### src/rtl/sloc_pkg.sv
// Constants shared by the overhead control block and its helpers
//
// Notes on behaviour
// - Writing force-reframe pushes the framer out of frame at next boundary.
// - Descrambler-off passes received bytes without descrambling.
// - Block mode counts one per errored B1 byte, else every bit.
// - Section status shows live out-of-frame, frame-loss, signal-loss in bits 0-2.
// - Any change of those three states sets its event; status read clears.
// - Any B1 bit error sets the parity event; status read clears it.
// - A 16-bit readable B1 error count holds errors since last poll.
// - Writing a count address polls; count moves and restarts, nothing lost.
// - Writing the master address also polls every counter.
// - Writing the channel interrupt status address also polls every counter.
// - Line alarm insert sends ones outside section overhead, frame aligned.
// - Scrambler-off sends the transmit stream unscrambled.
// - Framing diag sends A1 as 76h; parity diag inverts every B1.
// - All-zero diag forces every transmitted byte to zero.
// - Line status shows live line alarm in bit 1, remote defect bit 0.
// - Far-error word mode counts once per errored frame, else every bit.
// - B2 report word mode gives one per errored frame, else per bit.
// - Remote defect declared after 110 in K2 for three or five frames.
// - Line alarm declared after 111 in K2 for three or five frames.
// - Force-ones makes downstream data all ones while line alarm declared.
// - B2 word mode counts once per errored frame, else every bit.
// - Line events set on alarm changes, B2 and far-end errors; read clears.
// - Section events reach the interrupt output only when enabled.
// - Line events reach the interrupt output only when enabled.
package sloc_pkg;

   // Register offsets
   localparam logic [7:0] ADR_MASTER     = 8'h00;
   localparam logic [7:0] ADR_CH_IRQ     = 8'h07;
   localparam logic [7:0] ADR_SEC_CTRL   = 8'h10;
   localparam logic [7:0] ADR_SEC_STATUS = 8'h11;
   localparam logic [7:0] ADR_SEC_CNT_LO = 8'h12;
   localparam logic [7:0] ADR_SEC_CNT_HI = 8'h13;
   localparam logic [7:0] ADR_TX_CTRL    = 8'h14;
   localparam logic [7:0] ADR_TX_DIAG    = 8'h15;
   localparam logic [7:0] ADR_LINE_CTRL  = 8'h18;
   localparam logic [7:0] ADR_LINE_IRQ   = 8'h19;

   // Section control field positions
   localparam int SC_BLOCK_MODE = 7;
   localparam int SC_DESCR_OFF  = 6;
   localparam int SC_REFRAME    = 5;
   localparam int SC_ALGO2      = 4;
   localparam int SC_EN_HI      = 3;

   // Section event positions (within the 4-bit event vector)
   localparam int SEV_OOF = 0;
   localparam int SEV_LOF = 1;
   localparam int SEV_LOS = 2;
   localparam int SEV_BIP = 3;

   // Transmit control and diagnostic positions
   localparam int TC_SCR_OFF   = 6;
   localparam int TC_LINE_AIS  = 0;
   localparam int TD_ALL_ZERO  = 2;
   localparam int TD_B1_INVERT = 1;
   localparam int TD_A1_ERROR  = 0;

   // Line control positions
   localparam int LC_B2_WORD    = 7;
   localparam int LC_FORCE_ONES = 6;
   localparam int LC_AIS_SHORT  = 5;
   localparam int LC_RDI_SHORT  = 4;
   localparam int LC_RPT_WORD   = 3;
   localparam int LC_FEBE_WORD  = 2;

   // Line event positions
   localparam int LEV_RDI  = 0;
   localparam int LEV_AIS  = 1;
   localparam int LEV_B2   = 2;
   localparam int LEV_FEBE = 3;

   // Reset values
   localparam logic [7:0] SEC_CTRL_RST  = 8'h00;
   localparam logic [7:0] TX_CTRL_RST   = 8'h00;
   localparam logic [7:0] TX_DIAG_RST   = 8'h00;
   localparam logic [7:0] LINE_CTRL_RST = 8'h00;
   localparam logic [3:0] LINE_EN_RST   = 4'h0;

   // Stream constants
   localparam logic [7:0] A1_NORMAL  = 8'hF6;
   localparam logic [7:0] A1_ERROR   = 8'h76;
   localparam logic [7:0] BYTE_ONES  = 8'hFF;
   localparam logic [7:0] BYTE_ZERO  = 8'h00;
   localparam logic [2:0] K2_RDI     = 3'h6;
   localparam logic [2:0] K2_AIS     = 3'h7;
   localparam logic [6:0] SCR_SEED   = 7'h7F;
   localparam logic [2:0] PERSIST_SHORT = 3'h3;
   localparam logic [2:0] PERSIST_LONG  = 3'h5;

   // Counter widths
   localparam int SEC_CNT_W  = 16;
   localparam int LINE_CNT_W = 20;

   // Poll transfer time
   localparam int CLK_PERIOD_NS = 10;
   localparam int POLL_MAX_NS   = 7000;
   localparam int POLL_MAX_CYC  = POLL_MAX_NS / CLK_PERIOD_NS;

endpackage

### src/rtl/sloc_err_counter.sv
// Error accumulator with poll transfer to a held readable count
`timescale 1ns/1ns
module sloc_err_counter
   import sloc_pkg::*;
#(
   parameter int WIDTH = 16
) (
   // Clock and reset
   input  wire logic             clk_sys,
   input  wire logic             rst_b,
   // Increment
   input  wire logic             incValid,
   input  wire logic [4:0]       incAmount,
   // Poll
   input  wire logic             pollReq,
   output logic                  pollDone,
   output logic [WIDTH-1:0]      heldCount
);

   logic [WIDTH-1:0] acc_q;
   logic [WIDTH-1:0] incWide;

   assign incWide = incValid ? WIDTH'(incAmount) : '0;

   always_ff @(posedge clk_sys) begin
      if (!rst_b) begin
         acc_q <= '0;
      end else if (pollReq) begin
         acc_q <= incWide;
      end else begin
         acc_q <= acc_q + incWide;
      end
   end

   always_ff @(posedge clk_sys) begin
      if (!rst_b) begin
         heldCount <= '0;
         pollDone  <= 1'b0;
      end else begin
         pollDone <= pollReq;
         if (pollReq) begin
            heldCount <= acc_q;
         end
      end
   end

   localparam int PollLimit = POLL_MAX_CYC;
endmodule

### src/rtl/sloc_persist_det.sv
// Consecutive-frame persistence detector for a K2 pattern
`timescale 1ns/1ns
module sloc_persist_det
   import sloc_pkg::*;
(
   // Clock and reset
   input  wire logic clk_sys,
   input  wire logic rst_b,
   // Frame samples
   input  wire logic frameValid,
   input  wire logic patternHit,
   input  wire logic shortSelect,
   // State
   output logic      declared
);

   logic [2:0] runCnt_q;
   logic [2:0] target;

   assign target = shortSelect ? PERSIST_SHORT : PERSIST_LONG;

   // persistence count
   // Run restarts as the state flips, so removal needs a full run too
   always_ff @(posedge clk_sys) begin
      if (!rst_b) begin
         runCnt_q <= 3'h0;
      end else if (frameValid) begin
         if (patternHit != declared && runCnt_q + 3'h1 < target) begin
            runCnt_q <= runCnt_q + 3'h1;
         end else begin
            runCnt_q <= 3'h0;
         end
      end
   end

   // declare and remove after the same persistence
   always_ff @(posedge clk_sys) begin
      if (!rst_b) begin
         declared <= 1'b0;
      end else if (frameValid && patternHit != declared
                   && runCnt_q + 3'h1 >= target) begin
         declared <= patternHit;
      end
   end
endmodule

### src/rtl/sloc_overhead_ctrl.sv
// Section and line overhead control, status and error accounting
//
// Implementation choice: the plain strobed port.
`timescale 1ns/1ns
module sloc_overhead_ctrl
   import sloc_pkg::*;
(
   // Clock and reset
   input  wire logic       clk_sys,
   input  wire logic       rst_b,
   // Register port
   input  wire logic [7:0] regAddr,
   input  wire logic [7:0] regWrData,
   input  wire logic       regWr,
   input  wire logic       regRd,
   output logic [7:0]      regRdData,
   // Receive framer state
   input  wire logic       rxOofIn,
   input  wire logic       rxLofIn,
   input  wire logic       rxLosIn,
   output logic            forceReframe,
   output logic            framerAlgo2,
   // Receive stream
   input  wire logic [7:0] rxByteIn,
   input  wire logic       rxValid,
   input  wire logic       rxFrameStart,
   output logic [7:0]      rxDataOut,
   output logic            rxDataValid,
   // Receive error checks
   input  wire logic [7:0] b1ErrMask,
   input  wire logic       b1ErrValid,
   input  wire logic [4:0] b2ErrBits,
   input  wire logic       b2ErrValid,
   input  wire logic [4:0] febeBits,
   input  wire logic       febeValid,
   input  wire logic [7:0] k2Byte,
   input  wire logic       k2Valid,
   // Report to transmit line processor
   output logic [4:0]      b2ReportCount,
   output logic            b2ReportValid,
   // Line error counts
   output logic [19:0]     lineB2Count,
   output logic [19:0]     lineFebeCount,
   // Transmit stream
   input  wire logic [7:0] txByteIn,
   input  wire logic       txValid,
   input  wire logic       txFrameStart,
   input  wire logic       txIsSoh,
   input  wire logic       txIsA1,
   input  wire logic       txIsB1,
   output logic [7:0]      txByteOut,
   output logic            txByteValid,
   // Alarm output
   output logic            irqOut
);

   // Bit count as given, or one for any, per word mode
   function automatic logic [4:0] errInc(input logic [4:0] bits,
                                         input logic       wordMode);
      errInc = wordMode ? {4'h0, |bits} : bits;
   endfunction

   function automatic logic [4:0] popCount(input logic [7:0] v);
      logic [4:0] n;
      n = 5'h0;
      for (int i = 0; i < 8; i++) begin
         n = n + {4'h0, v[i]};
      end
      popCount = n;
   endfunction

   // One byte of frame-synchronous scrambler key, x^7 + x^6 + 1
   function automatic logic [14:0] scrStep(input logic [6:0] st);
      logic [6:0] s;
      logic [7:0] key;
      s   = st;
      key = 8'h00;
      for (int i = 7; i >= 0; i--) begin
         key[i] = s[6];
         s      = {s[5:0], s[6] ^ s[5]};
      end
      scrStep = {s, key};
   endfunction

   // Register decode
   logic wrSecCtrl;
   logic wrTxCtrl;
   logic wrTxDiag;
   logic wrLineCtrl;
   logic wrLineIrq;
   logic rdSecStatus;
   logic rdLineIrq;
   logic secPoll;
   logic linePoll;

   assign wrSecCtrl   = regWr && regAddr == ADR_SEC_CTRL;
   assign wrTxCtrl    = regWr && regAddr == ADR_TX_CTRL;
   assign wrTxDiag    = regWr && regAddr == ADR_TX_DIAG;
   assign wrLineCtrl  = regWr && regAddr == ADR_LINE_CTRL;
   assign wrLineIrq   = regWr && regAddr == ADR_LINE_IRQ;
   assign rdSecStatus = regRd && regAddr == ADR_SEC_STATUS;
   assign rdLineIrq   = regRd && regAddr == ADR_LINE_IRQ;

   // channel interrupt status write polls all counters
   assign linePoll = regWr && (regAddr == ADR_MASTER
                               || regAddr == ADR_CH_IRQ);
   assign secPoll  = linePoll
                     || (regWr && (regAddr == ADR_SEC_CNT_LO
                                   || regAddr == ADR_SEC_CNT_HI));

   // Control registers
   logic [7:0] secCtrl_q;
   logic [7:0] txCtrl_q;
   logic [2:0] txDiag_q;
   logic [5:0] lineCtrl_q;
   logic [3:0] lineEn_q;

   always_ff @(posedge clk_sys) begin
      if (!rst_b) begin
         secCtrl_q  <= SEC_CTRL_RST;
         txCtrl_q   <= TX_CTRL_RST;
         txDiag_q   <= TX_DIAG_RST[2:0];
         lineCtrl_q <= LINE_CTRL_RST[7:2];
         lineEn_q   <= LINE_EN_RST;
      end else begin
         if (wrSecCtrl) begin
            secCtrl_q <= regWrData & ~(8'h01 << SC_REFRAME);
         end
         if (wrTxCtrl) begin
            txCtrl_q <= regWrData & 8'h7F;
         end
         if (wrTxDiag) begin
            txDiag_q <= regWrData[2:0];
         end
         if (wrLineCtrl) begin
            lineCtrl_q <= regWrData[7:2];
         end
         if (wrLineIrq) begin
            lineEn_q <= regWrData[7:4];
         end
      end
   end

   logic blockMode;
   logic descrOff;
   logic scrOff;
   logic lineAisIns;
   logic forceOnes;

   assign blockMode  = secCtrl_q[SC_BLOCK_MODE];
   assign descrOff   = secCtrl_q[SC_DESCR_OFF];
   assign scrOff     = txCtrl_q[TC_SCR_OFF];
   assign lineAisIns = txCtrl_q[TC_LINE_AIS];
   assign forceOnes  = lineCtrl_q[LC_FORCE_ONES - 2];

   // reframe request held until the frame boundary
   logic reframePend_q;
   logic rxBoundary;

   assign rxBoundary = rxValid && rxFrameStart;

   always_ff @(posedge clk_sys) begin
      if (!rst_b) begin
         reframePend_q <= 1'b0;
         forceReframe  <= 1'b0;
         framerAlgo2   <= 1'b0;
      end else begin
         reframePend_q <= (wrSecCtrl && regWrData[SC_REFRAME])
                          || (reframePend_q && !rxBoundary);
         forceReframe  <= reframePend_q && rxBoundary;
         framerAlgo2   <= secCtrl_q[SC_ALGO2];
      end
   end

   // Framer state tracking and section events
   logic [2:0] frmState_q;
   logic [3:0] secEv_q;
   logic [3:0] secSet;
   logic       b1Any;

   assign b1Any  = b1ErrValid && (|b1ErrMask);
   assign secSet = {b1Any, {rxLosIn, rxLofIn, rxOofIn} ^ frmState_q};

   always_ff @(posedge clk_sys) begin
      if (!rst_b) begin
         frmState_q <= 3'h0;
      end else begin
         frmState_q <= {rxLosIn, rxLofIn, rxOofIn};
      end
   end

   // set wins over the read clear
   always_ff @(posedge clk_sys) begin
      if (!rst_b) begin
         secEv_q <= 4'h0;
      end else begin
         secEv_q <= (secEv_q & {4{!rdSecStatus}}) | secSet;
      end
   end

   logic [15:0] secCount;

   sloc_err_counter #(
      .WIDTH(SEC_CNT_W)
   ) uSecCnt (
      .clk_sys   (clk_sys),
      .rst_b     (rst_b),
      .incValid  (b1ErrValid),
      .incAmount (blockMode ? {4'h0, |b1ErrMask} : popCount(b1ErrMask)),
      .pollReq   (secPoll),
      .pollDone  (),
      .heldCount (secCount)
   );

   logic rdiState;
   logic aisState;

   sloc_persist_det uRdiDet (
      .clk_sys     (clk_sys),
      .rst_b       (rst_b),
      .frameValid  (k2Valid),
      .patternHit  (k2Byte[2:0] == K2_RDI),
      .shortSelect (lineCtrl_q[LC_RDI_SHORT - 2]),
      .declared    (rdiState)
   );

   sloc_persist_det uAisDet (
      .clk_sys     (clk_sys),
      .rst_b       (rst_b),
      .frameValid  (k2Valid),
      .patternHit  (k2Byte[2:0] == K2_AIS),
      .shortSelect (lineCtrl_q[LC_AIS_SHORT - 2]),
      .declared    (aisState)
   );

   sloc_err_counter #(
      .WIDTH(LINE_CNT_W)
   ) uB2Cnt (
      .clk_sys   (clk_sys),
      .rst_b     (rst_b),
      .incValid  (b2ErrValid),
      .incAmount (errInc(b2ErrBits, lineCtrl_q[LC_B2_WORD - 2])),
      .pollReq   (linePoll),
      .pollDone  (),
      .heldCount (lineB2Count)
   );

   sloc_err_counter #(
      .WIDTH(LINE_CNT_W)
   ) uFebeCnt (
      .clk_sys   (clk_sys),
      .rst_b     (rst_b),
      .incValid  (febeValid),
      .incAmount (errInc(febeBits, lineCtrl_q[LC_FEBE_WORD - 2])),
      .pollReq   (linePoll),
      .pollDone  (),
      .heldCount (lineFebeCount)
   );

   always_ff @(posedge clk_sys) begin
      if (!rst_b) begin
         b2ReportCount <= 5'h0;
         b2ReportValid <= 1'b0;
      end else begin
         b2ReportValid <= b2ErrValid;
         b2ReportCount <= b2ErrValid
            ? errInc(b2ErrBits, lineCtrl_q[LC_RPT_WORD - 2]) : 5'h0;
      end
   end

   // Line events
   logic       rdiPrev_q;
   logic       aisPrev_q;
   logic [3:0] lineEv_q;
   logic [3:0] lineSet;

   assign lineSet = {febeValid && |febeBits, b2ErrValid && |b2ErrBits,
                     aisState ^ aisPrev_q, rdiState ^ rdiPrev_q};

   always_ff @(posedge clk_sys) begin
      if (!rst_b) begin
         rdiPrev_q <= 1'b0;
         aisPrev_q <= 1'b0;
         lineEv_q  <= 4'h0;
      end else begin
         rdiPrev_q <= rdiState;
         aisPrev_q <= aisState;
         lineEv_q  <= (lineEv_q & {4{!rdLineIrq}}) | lineSet;
      end
   end

   logic [6:0] rxScr_q;
   logic [14:0] rxStep;
   logic [7:0] rxPlain;

   assign rxStep  = scrStep(rxFrameStart ? SCR_SEED : rxScr_q);
   assign rxPlain = descrOff ? rxByteIn : rxByteIn ^ rxStep[7:0];

   always_ff @(posedge clk_sys) begin
      if (!rst_b) begin
         rxScr_q <= SCR_SEED;
      end else if (rxValid) begin
         rxScr_q <= rxStep[14:8];
      end
   end

   // downstream ones while line alarm declared
   always_ff @(posedge clk_sys) begin
      if (!rst_b) begin
         rxDataOut   <= BYTE_ZERO;
         rxDataValid <= 1'b0;
      end else begin
         rxDataValid <= rxValid;
         rxDataOut   <= (forceOnes && aisState) ? BYTE_ONES : rxPlain;
      end
   end

   // line alarm insert follows frame boundaries
   logic       aisTxAct_q;
   logic       aisTxEff;
   logic [6:0] txScr_q;
   logic [14:0] txStep;
   logic [7:0] txPre;
   logic [7:0] txScr;

   assign aisTxEff = (txValid && txFrameStart) ? lineAisIns : aisTxAct_q;
   assign txStep   = scrStep(txFrameStart ? SCR_SEED : txScr_q);

   always_ff @(posedge clk_sys) begin
      if (!rst_b) begin
         aisTxAct_q <= 1'b0;
         txScr_q    <= SCR_SEED;
      end else if (txValid) begin
         aisTxAct_q <= aisTxEff;
         txScr_q    <= txStep[14:8];
      end
   end

   always_comb begin
      if (txIsA1) begin
         txPre = txDiag_q[TD_A1_ERROR] ? A1_ERROR : A1_NORMAL;
      end else if (txIsB1) begin
         txPre = txDiag_q[TD_B1_INVERT] ? ~txByteIn : txByteIn;
      end else if (aisTxEff && !txIsSoh) begin
         txPre = BYTE_ONES;
      end else begin
         txPre = txByteIn;
      end
   end

   // scrambler with bypass; framing bytes stay clear
   assign txScr = (scrOff || txIsA1) ? txPre : txPre ^ txStep[7:0];

   always_ff @(posedge clk_sys) begin
      if (!rst_b) begin
         txByteOut   <= BYTE_ZERO;
         txByteValid <= 1'b0;
      end else begin
         txByteValid <= txValid;
         txByteOut   <= txDiag_q[TD_ALL_ZERO] ? BYTE_ZERO : txScr;
      end
   end

   always_ff @(posedge clk_sys) begin
      if (!rst_b) begin
         irqOut <= 1'b0;
      end else begin
         irqOut <= |(secEv_q & secCtrl_q[SC_EN_HI:0])
                   || |(lineEv_q & lineEn_q);
      end
   end

   // Read data, one cycle after the strobe
   // live line state
   always_ff @(posedge clk_sys) begin
      if (!rst_b) begin
         regRdData <= 8'h00;
      end else if (regRd) begin
         unique case (regAddr)
            ADR_SEC_CTRL:   regRdData <= secCtrl_q;
            ADR_SEC_STATUS: regRdData <= {1'b0, secEv_q, frmState_q};
            ADR_SEC_CNT_LO: regRdData <= secCount[7:0];
            ADR_SEC_CNT_HI: regRdData <= secCount[15:8];
            ADR_TX_CTRL:    regRdData <= txCtrl_q;
            ADR_TX_DIAG:    regRdData <= {5'h00, txDiag_q};
            ADR_LINE_CTRL:  regRdData <= {lineCtrl_q, aisState, rdiState};
            ADR_LINE_IRQ:   regRdData <= {lineEn_q, lineEv_q};
            default:        regRdData <= 8'h00;
         endcase
      end else begin
         regRdData <= 8'h00;
      end
   end
endmodule

### config.mk
export PLATFORM = sky130hd
export DESIGN_NAME = sloc_overhead_ctrl
export DESIGN_NICKNAME = d
export VERILOG_FILES = /design/src/rtl/sloc_pkg.sv /design/src/rtl/sloc_err_counter.sv /design/src/rtl/sloc_persist_det.sv /design/src/rtl/sloc_overhead_ctrl.sv
export SDC_FILE = /design/constraint.sdc
export NUM_CORES = 1
export LEC_CHECK = 0
export BUFFER_PORTS_ARGS = -buffer_cell sky130_fd_sc_hd__buf_2
export CAP_MARGIN = 5
export CORE_MARGIN = 5
export CORE_UTILIZATION = 55
export DETAILED_ROUTE_END_ITERATION = 10
export HOLD_SLACK_MARGIN = 0.15
export PLACE_DENSITY = 0.74
export REMOVE_ABC_BUFFERS = 1
export SYNTH_ARGS = -nofsm -noshare
export SYNTH_HDL_FRONTEND = slang
export SYNTH_HIERARCHICAL = 1
export SYNTH_SLANG_ARGS = --single-unit
### constraint.sdc
create_clock -name clk_sys -period 5.6 [get_ports clk_sys]
set_clock_uncertainty 0.05 [all_clocks]
set_input_delay 0.56 -clock clk_sys [delete_from_list [all_inputs] [get_ports clk_sys]]
set_output_delay 0.56 -clock clk_sys [all_outputs]
set_load 0.03 [all_outputs]
==> key figures, run 1 <==
Setup path
  – CP arrival: ~4.8 ns
  – R2R cell count: 10
  – R2R Path Start: lineCtrl_q[0]$_SDFFE_PN0P_
  – Required @ worst endpoint: 6.00 ns
  – Bufs and invs on worst path: 3
  – CP Max Fanout: 10
  – Slowest cell on crit path: fa_1
  – Cell family with most CP delay: adder cells
  – R2r endpoint: uFebeCnt/acc_q[18]$_SDFF_PP0_
  – Worst Setup Start Kind: input pin
  – Critical path cell sequence: buf_2 -> inv_1 -> fa_1 -> fa_1 -> fa_1 -> inv_1 -> ha_1 -> fa_1 -> nor2b_1 -> and2_1 -> fa_1 -> a211o_1 -> a21oi_1 -> o21ai_0 -> a21oi_1
  – Most common cell on crit path: fa_1
  – Crit. Startpoint: b1ErrMask[0]
  – R2r setup slk: 2.69 ns
  – CP max stage delay: 0.55 ns
  – CP Capture Type: flip-flop
  – Crit path kind: input pin to flip-flop

Clock network
  – Clock latency on the worst-skew pair: 0.51 ns
  – Clk sinks: 211
  – Depth of the CTS H-tree: 1
  – Post-cts sizing count: 0
  – CTS tree: done
  – Postcts setup bufs: 0
  – CTS Buf Count: 24
  – # hold bufs at CTS: 0
  – Clk pin slew, worst setup/hold paths: 0.06 ns
  – CTS root buffer: clkbuf_16
  – Clock buffer depth: 3

Global routing
  – Vias in the first global route: 8,029
  – Antenna violations before repair: 3
  – Gr usage total: 0.212
  – Pin count of the biggest net entering global routing: 57
  – GR Overflow Total: 0
  – Global-route wire length before repair: just under 40,000 µm

Drt
  – Drt wl/cell: between 15 and 20 µm
  – Vias per std cell: 5.61
  – Vias post-DR: 8,422
  – Routed wire length: about 24,000 µm
  – Post-route ant nets: 0
  – Drt first pass iters: 5
  – Starting DRT DRC Count: 570
  – Drc violations: 0

Yosys
  – Syn Inst Count: between 1,000 and 1,500
  – Synth warn: 6
  – Avg Cell Area, Syn: 9.15 µm²
  – Cell Area, Synth: 10,300 µm²

Power
  – Max IR drop VDD: about 0.27 mV
  – Lkg Pwr: 4.80 nW
  – Pwr dens: 305 nW/µm²
  – Switching Fraction: 0.245
  – Clock Power Share: 0.453
  – Seq pwr share: 0.436
  – P_sw: 0.000895 W
  – Final total power: roughly 0.0036 W
  – Comb pwr share: 0.111
  – Internal power: 0.00275 W

Floorplan
  – Die height: approximately 150 µm
  – Num ports: 151
  – Initial Util: 0.555
  – Core area: between 15,000 and 20,000 µm²
  – Full die area: 21,600 µm²
  – Width of the die: 147 µm
  – Standard-cell row count: 50

Min path
  – Worst min path class: input pin to flip-flop
  – Hold EP: b2ReportCount[2]$_SDFF_PP0_
  – Hold path depth: 2
  – Min-Delay Startpoint: b2ErrBits[2]

Place
  – Dpl cell area: roughly 11,000 µm²
  – Final HPWL DP: approximately 17,000 µm
  – GPL Wtd Cong: 0.872
  – I/O Buffers: 145
  – DP Worst Slack: 0.744 ns

Layout
  – Util after Layout: 0.644
  – Finished Cell Area: about 12,000 µm²
  – Nets: 1,355
  – Share of cells above drive strength 1: 0.177
  – P&R area growth vs syn: 16.1%

STA
  – Fmax: 0.229 GHz
  – Slew headroom: 0.233
  – Fin crit period: 4.37 ns
  – Hold Fails Final Rpt: 0
  – RSZ-0062 raised after global routing: no
  – # setup viols final: 0
  – Max Slew Vio Count: 0
  – Total Neg Setup Slack: 0 ns
  – Tcrit/Tclk final: 0.781
  – Worst slew pin tran: 1.15 ns
  – Worst setup margin: 1.23 ns

Status
  – Outcome: completed

Run
  – Max Cap Viol: 0
[sequential cells by signal, indices dropped and copies added, names as in the netlist, 3 cells and up]
name                flops
rxScr_q                 7
secEv_q                 4
txDiag_q                3
secCtrl_q               7
txScr_q                 7
uRdiDet/runCnt_q        3
uFebeCnt/acc_q         20
uFebeCnt/heldCount     20
uSecCnt/heldCount      16
rxDataOut               8
lineEv_q                4
txByteOut               8
uB2Cnt/acc_q           20
regRdData               8
lineCtrl_q              6
b2ReportCount           5
uB2Cnt/heldCount       20
lineEn_q                4
txCtrl_q                7
uAisDet/runCnt_q        3
frmState_q              3
uSecCnt/acc_q          16
[worst register-to-register path, delay by kind of cell, from the launching register on]
kind	cells	cell delay [ns]
flops	1	0.46
fa+ha+maj	2	0.61
compound gates	4	0.85
buf+inv	1	0.07
simple gates	3	0.80
[routing by layer]
layer,global-route usage,up-vias,share of wire
li1,-,4217,-
met1,0.275,3894,0.44
met2,0.362,252,0.47
met3,0.0453,55,0.065
met4,0.0559,4,0.026
met5,0,-,0.00089
[cell type report]
type	instances	area, µm²
clock inverter	12	181
inverter	41	154
fill	1557	6610
multi-input combinational	818	5680
clock buffer	32	671
timing repair buffer	151	771
sequential	211	4220
tap	234	293
antenna	1	2.50
[stage by stage]
step	hold slack [ns]	cells
6_report	0.231	1500
5_1_grt	0.225	1500
4_1_cts	0.220	1499
3_5_place_dp	0.419	1455
3_3_place_gp	0.407	1455
2_1_floorplan	0.392	1070
[layout by cell type (no fill, tap or decap), types with 7 or more instances in the layout]
cell,n
dfxtp_1,211
buf_2,145
nor2_1,90
nor2b_1,83
mux2i_1,83
a21oi_1,64
nand2_1,55
o21ai_0,47
inv_1,41
xor2_1,35
xnor2_1,34
and2_1,34
nand3_1,29
ha_1,25
clkbuf_16,24
nand4_1,18
nor3_1,13
or4_1,11
o21a_1,11
o31ai_1,11
a211oi_1,11
a21o_1,9
nand3b_1,8
a31oi_1,7
o21ai_1,7
or3_1,7
fa_1,7
[power by group through the flow]
stage          Clock (W)  Sequential, W  Combinational, W
2_1_floorplan          0        0.00163          0.000255
3_3_place_gp           0        0.00162          0.000393
3_5_place_dp           0        0.00162          0.000405
4_1_cts          0.00169        0.00159          0.000408
5_1_grt          0.00176        0.00160          0.000459
6_report         0.00165        0.00159          0.000406
[worst max path at each step]
stage	endpoint	slack, ns	cells past startpoint
after floorplan	uSecCnt/acc_q[10]$_SDFF_PP0_	1.14	14
after global placement	uSecCnt/acc_q[8]$_SDFF_PP0_	0.80	15
after detailed placement	uSecCnt/acc_q[12]$_SDFF_PP0_	0.74	15
after CTS	uSecCnt/acc_q[10]$_SDFF_PP0_	1.25	15
after global routing	uSecCnt/acc_q[14]$_SDFF_PP0_	0.89	15
final	uSecCnt/acc_q[10]$_SDFF_PP0_	1.23	15
Power figures use the tool's default switching activity.
==> run 2, diff against run 1 <==
Clock period 5.6 ns to 4.15 ns, I/O delays scaled along.
==> run 2 against run 1 <==
Compared with the run above: setup slack lost 0.99 ns; cell count grew 1.2%; via count is 1.2% higher; clock power rose by 11%; combinational power grew 43%; first-iteration DRC count fell by 25%; routed wire length about the same; flip-flop and latch count stayed put.
==> key figures, run 2 (same netlist as run 1, synthesis figures left out) <==
Setup path
  – Required @ worst endpoint: 4.53 ns (was 6.00 ns)
  – Worst Setup Start Kind: input pin (unchanged)
  – CP arrival: 4.30 ns (was 4.77 ns)
  – Crit path kind: input pin to flip-flop (unchanged)
  – CP Max Fanout: 8 (was 10)
  – CP Capture Type: flip-flop (unchanged)

Floorplan
  – Num ports: 151 (unchanged)
  – Width of the die: 147 µm (unchanged)
  – Full die area: 21,600 µm² (unchanged)
  – Core area: 18,600 µm² (unchanged)
  – Initial Util: 0.555 (unchanged)
  – Die height: 147 µm (unchanged)
  – Standard-cell row count: 50 (unchanged)

STA
  – Tcrit/Tclk final: 0.944
  – Hold Fails Final Rpt: 0 (unchanged)
  – Total Neg Setup Slack: 0 ns (unchanged)
  – Worst slew pin tran: 0.706 ns (was 1.15 ns)
  – Slew headroom: 0.529 (was 0.233)
  – # setup viols final: 0 (unchanged)
  – Worst setup margin: 0.234 ns (was 1.23 ns)
  – Fmax: 0.255 GHz
  – Max Slew Vio Count: 0 (unchanged)
  – Fin crit period: 3.92 ns

Layout
  – P&R area growth vs syn: 16.6% (was 16.1%)
  – Filler cells: 1,562 (was 1,557)
  – Most frequent cells in the layout: dfxtp_1 (211), buf_2 (145), nor2_1 (90), nor2b_1 (83), mux2i_1 (83) (unchanged)
  – Share of cells above drive strength 1: 0.180 (was 0.177)
  – Finished Cell Area: 12,000 µm² (about the same)
  – Nets: 1,380 (was 1,355)
  – Commonest non-fill, non-tap cell in the layout: dfxtp_1 (unchanged)

Global routing
  – Pin count of the biggest net entering global routing: 48 (was 57)
  – Antenna violations before repair: 4 (was 3)
  – Global-route wire length before repair: 39,900 µm (was 39,200 µm)
  – Vias in the first global route: 8,127 (was 8,029)
  – GR Overflow Total: 0 (unchanged)
  – Gr usage total: 0.216 (was 0.212)

Clock network
  – CTS Buf Count: 23 (was 24)
  – CTS tree: done (unchanged)
  – Postcts setup bufs: 0 (unchanged)
  – Clock buffer depth: 3 (unchanged)
  – Clock latency on the worst-skew pair: 0.49 ns (was 0.51 ns)
  – Clk pin slew, worst setup/hold paths: 0.06 ns (about the same)
  – CTS root buffer: clkbuf_16 (unchanged)
  – Depth of the CTS H-tree: 1 (unchanged)
  – Clk sinks: 211 (unchanged)

Place
  – I/O Buffers: 145 (unchanged)
  – Dpl cell area: 11,200 µm² (was 11,100 µm²)
  – DP Worst Slack: -0.314 ns (was 0.744 ns)
  – Final HPWL DP: 17,100 µm (was 16,900 µm)
  – GPL Wtd Cong: 0.896 (was 0.872)

Status
  – Outcome: completed (unchanged)

Min path
  – Worst min path class: input pin to flip-flop (unchanged)

Power
  – Max IR drop VDD: 0.212 mV (was 0.275 mV)
  – Pwr dens: 379 nW/µm² (was 305 nW/µm²)
  – Lkg Pwr: 4.83 nW (was 4.80 nW)

Drt
  – Drt wl/cell: 15.6 µm (was 15.8 µm)
  – Vias post-DR: 8,522 (was 8,422)
  – Routed wire length: 23,700 µm (about the same)
  – Drc violations: 0 (unchanged)
  – Post-route ant nets: 0 (unchanged)
  – Vias per std cell: 5.61 (about the same)
  – Drt first pass iters: 5 (unchanged)
  – Starting DRT DRC Count: 428 (was 570)

Run
  – Max Cap Viol: 0 (unchanged)
## run 2: cell count changes in the layout (fill, tap and decap cells not counted), moves of 2 or more
| cell | previous run | this run |
|---|---|---|
| clkbuf_8 | 4 | 2 |
| clkinv_4 | 0 | 2 |
| inv_6 | 2 | 0 |
| buf_4 | 6 | 18 |
| bufinv_16 | 4 | 0 |
| dlygate4sd3_1 | 0 | 14 |
## run 2: power breakdown
group	internal, W	switching (W)
logic	0.000259	0.000323
clock network	0.00105	0.000782
registers	0.00209	0.0000558
## run 2: stage by stage
| stage | std cells | total power (W) | hold slack (ns) | util |
|---|---|---|---|---|
| global placement | 1467 | 0.00274 | 0.407 | 0.603 |
| floorplan | 1070 | 0.00255 | 0.392 | - |
| finish | 1518 | 0.00456 | 0.171 | 0.647 |
| detailed placement | 1467 | 0.00275 | 0.418 | 0.603 |
| global route | 1518 | 0.00479 | 0.164 | 0.647 |
| CTS | 1517 | 0.00460 | 0.152 | 0.647 |
## run 2: final cells by class
| type | count | area, µm² | share of cell area |
|---|---|---|---|
| inverters | 41 | 154 | 0.0128 |
| clock buffers | 29 | 618 | 0.0514 |
| well taps | 234 | 293 | 0.0243 |
| clock inverters | 7 | 47.5 | 0.00395 |
| repair buffers | 177 | 1000 | 0.0832 |
| diodes | 1 | 2.50 | 0.000208 |
| flip-flops and latches | 211 | 4220 | 0.351 |
| multi-input cells | 818 | 5690 | 0.473 |
## run 2: metal layers
metal  vias to the layer above  part of all wire  wire [µm]  GRT usage
li1                       4260                 -          -          -
met1                      3951              0.45      10600      0.290
met2                       255              0.46      10900      0.354
met3                        50             0.068       1600     0.0429
met4                         6             0.023        553     0.0643
met5                         -            0.0014         34          0
## run 2: path summary, 6_finish.rpt
check | slack (ns) | cells after the start | end | start
setup reg to reg | 1.19 | 10 | uFebeCnt/acc_q[18]$_SDFF_PP0_ | lineCtrl_q[0]$_SDFFE_PN0P_
hold / removal | 0.17 | 3 | rxDataOut[7]$_SDFF_PN0_ | rxByteIn[7]
hold reg to reg | 0.43 | 2 | secCtrl_q[4]$_SDFFE_PN0P_ | secCtrl_q[4]$_SDFFE_PN0P_
setup / recovery | 0.23 | 16 | uSecCnt/acc_q[7]$_SDFF_PP0_ | b1ErrMask[0]
## run 2: critical path: stages
cell	delay, ns
buf_2	0.08
inv_1	0.05
fa_1	0.55
fa_1	0.42
fa_1	0.49
inv_1	0.04
ha_1	0.20
fa_1	0.38
xnor2_1	0.16
nor2_1	0.05
and2_1	0.18
ha_1	0.33
o21ai_2	0.08
o21a_2	0.25
or4_1	0.47
a21oi_1	0.15
## run 2: timing repair
item | 4_1_cts | 5_1_grt
endpoints found under the setup margin | 0 | 4
hold endpoints to repair | 16 | 0
hold buffers | 14 | 0
resized for setup | 0 | 3
==> run 3, diff against run 2 <==
Settings changed: ABC_AREA set to 1, CORE_MARGIN 5 to not set, CORE_UTILIZATION 55 to 38, PLACE_DENSITY 0.74 to 0.54.
==> run 3 against run 2 <==
Compared with the run above: area after synthesis rose by 1.2%; critical path depth grew 4; clock-buffer cell count up 5; setup slack improved by 0.31 ns; non-clock buffer count is 1 lower; clock power up 21%; design area increased by 4.1%; first-iteration DRC count is 29% higher; hold slack barely moved; largest power group is now the clock network.
==> key figures, run 3 <==
Status
  – Outcome: completed (unchanged)

Floorplan
  – Initial Util: 0.387 (was 0.555)
  – Core area: 27,000 µm² (was 18,600 µm²)
  – Standard-cell row count: 60 (was 50)
  – Full die area: 28,100 µm² (was 21,600 µm²)
  – Num ports: 151 (unchanged)
  – Die height: 168 µm (was 147 µm)
  – Width of the die: 168 µm (was 147 µm)

Global routing
  – Global-route wire length before repair: 45,200 µm (was 39,900 µm)
  – Antenna violations before repair: 0 (was 4)
  – Vias in the first global route: 9,133 (was 8,127)
  – Pin count of the biggest net entering global routing: 61 (was 48)
  – GR Overflow Total: 0 (unchanged)
  – Gr usage total: 0.195 (was 0.216)

Setup path
  – CP Max Fanout: 6 (was 8)
  – Critical path cell sequence: buf_2 -> inv_1 -> fa_1 -> fa_1 -> fa_1 -> inv_1 -> ha_1 -> fa_1 -> xnor2_1 -> nor2_1 -> nand2_1 -> inv_1 -> ha_1 -> nand2_1 -> nand2_2 -> nand3_1 -> nand2_1 -> nand3_1 -> nand2_1 -> nor2_1 (was buf_2 -> inv_1 -> fa_1 -> fa_1 -> fa_1 -> inv_1 -> ha_1 -> fa_1 -> xnor2_1 -> nor2_1 -> and2_1 -> ha_1 -> o21ai_2 -> o21a_2 -> or4_1 -> a21oi_1)
  – CP max stage delay: 0.56 ns (was 0.55 ns)
  – Slowest cell on crit path: fa_1 (unchanged)
  – CP arrival: 3.97 ns (was 4.30 ns)
  – R2r setup slk: 1.80 ns (was 1.19 ns)
  – Required @ worst endpoint: 4.52 ns (was 4.53 ns)
  – Worst Setup Start Kind: input pin (unchanged)
  – Crit path kind: input pin to flip-flop (unchanged)
  – CP Capture Type: flip-flop (unchanged)

Yosys
  – Cell Area, Synth: 10,400 µm² (was 10,300 µm²)
  – Syn Inst Count: 1,489 (was 1,127)
  – Synth warn: 6 (unchanged)
  – Avg Cell Area, Syn: 7.01 µm² (was 9.15 µm²)

Drt
  – Vias post-DR: 9,766 (was 8,522)
  – Drt first pass iters: 5 (unchanged)
  – Post-route ant nets: 0 (unchanged)
  – Starting DRT DRC Count: 552 (was 428)
  – Drt wl/cell: 13.5 µm (was 15.6 µm)
  – Vias per std cell: 4.85 (was 5.61)
  – Routed wire length: 27,300 µm (was 23,700 µm)
  – Drc violations: 0 (unchanged)

Place
  – Final HPWL DP: 20,200 µm (was 17,100 µm)
  – GPL Wtd Cong: 0.834 (was 0.896)
  – DP Worst Slack: -0.00534 ns (was -0.314 ns)
  – I/O Buffers: 145 (unchanged)

Power
  – Internal power: 0.00365 W (was 0.00340 W)
  – Seq pwr share: 0.434 (was 0.471)
  – Clock Power Share: 0.447 (was 0.401)
  – Lkg Pwr: 5.96 nW (was 4.83 nW)
  – P_sw: 0.00130 W (was 0.00116 W)
  – Pwr dens: 396 nW/µm² (was 379 nW/µm²)
  – Switching Fraction: 0.262 (was 0.255)
  – Final total power: 0.00495 W (was 0.00456 W)
  – Max IR drop VDD: 0.228 mV (was 0.212 mV)
  – Comb pwr share: 0.120 (was 0.128)

Clock network
  – Clock latency on the worst-skew pair: 0.52 ns (was 0.49 ns)
  – CTS Buf Count: 25 (was 23)
  – Post-cts sizing count: 0 (unchanged)
  – Clk pin slew, worst setup/hold paths: 0.06 ns (about the same)
  – Clk sinks: 211 (unchanged)
  – Clock buffer depth: 3 (unchanged)
  – CTS root buffer: clkbuf_16 (unchanged)
  – Depth of the CTS H-tree: 1 (unchanged)
  – CTS tree: done (unchanged)
  – Postcts setup bufs: 0 (unchanged)
  – # hold bufs at CTS: 24 (was 14)

STA
  – RSZ-0062 raised after global routing: no
  – Hold Fails Final Rpt: 0 (unchanged)
  – Worst slew pin tran: 0.807 ns (was 0.706 ns)
  – Total Neg Setup Slack: 0 ns (unchanged)
  – Tcrit/Tclk final: 0.869 (was 0.944)
  – # setup viols final: 0 (unchanged)
  – Fmax: 0.277 GHz (was 0.255 GHz)
  – Slew headroom: 0.457 (was 0.529)
  – Max Slew Vio Count: 0 (unchanged)
  – Fin crit period: 3.61 ns (was 3.92 ns)
  – Worst setup margin: 0.544 ns (was 0.234 ns)

Run
  – Max Cap Viol: 0 (unchanged)

Layout
  – Most frequent cells in the layout: nand2_1 (379), dfxtp_1 (211), inv_1 (169), nor2_1 (153), nand3_1 (149) (was dfxtp_1 (211), buf_2 (145), nor2_1 (90), nor2b_1 (83), mux2i_1 (83))
  – Filler cells: 2,776 (was 1,562)
  – Nets: 1,765 (was 1,380)
  – Share of cells above drive strength 1: 0.157 (was 0.180)
  – Ant diodes: 0 (was 1)
  – Util after Layout: 0.465 (was 0.647)
  – P&R area growth vs syn: 20.0% (was 16.6%)
  – Commonest non-fill, non-tap cell in the layout: nand2_1 (was dfxtp_1)

Min path
  – Worst min path class: input pin to flip-flop (unchanged)
[run 3: path summary, 6_finish.rpt]
kind / depth (start not counted) / from / endpoint
hold / removal: 4 / k2Byte[0] / uRdiDet/declared$_SDFFE_PN0P_
setup reg to reg: 13 / lineCtrl_q[0]$_SDFFE_PN0P_ / uFebeCnt/acc_q[16]$_SDFF_PP0_
setup / recovery: 20 / b1ErrMask[0] / uSecCnt/acc_q[14]$_SDFF_PP0_
hold reg to reg: 2 / reframePend_q$_SDFF_PN0_ / forceReframe$_SDFF_PN0_
[run 3: per-stage QoR]
step,instances,area [µm²],hold WS (ns)
2_1_floorplan,1454,10200,0.360
3_3_place_gp,1947,11500,0.372
3_5_place_dp,1947,11500,0.378
4_1_cts,2015,12500,0.159
5_1_grt,2015,12500,0.189
6_report,2015,12500,0.172
[run 3: area by class of cell]
class	instances	area, µm²	area share
tap	341	427	0.0341
clock inverter	10	113	0.00899
timing repair buffer	176	1020	0.0813
multi-input combinational	1063	5350	0.427
clock buffer	34	719	0.0574
sequential	211	4220	0.337
inverter	180	677	0.0541
[run 3: power by group through the flow]
stage | Combinational, W | Sequential, W | Clock, W
4_1_cts | 0.000598 | 0.00215 | 0.00227
3_3_place_gp | 0.000567 | 0.00219 | 0
5_1_grt | 0.000680 | 0.00216 | 0.00235
2_1_floorplan | 0.000375 | 0.00221 | 0
6_report | 0.000593 | 0.00215 | 0.00221
3_5_place_dp | 0.000577 | 0.00219 | 0
[run 3: critical path: cells and delay by family]
family,cells,cell delay (ns)
XOR/XNOR,1,0.16
adder cells (fa/ha/maj),6,2.46
buffers and inverters,4,0.22
AND/OR/NAND/NOR,9,0.71
[run 3: metal layers]
layer | vias to the layer above | global-route usage | wire [µm]
met4 | 0 | 0.0419 | 445
met2 | 166 | 0.338 | 12900
li1 | 5172 | - | -
met3 | 23 | 0.0239 | 1050
met1 | 4405 | 0.258 | 12900
met5 | - | 0 | 0
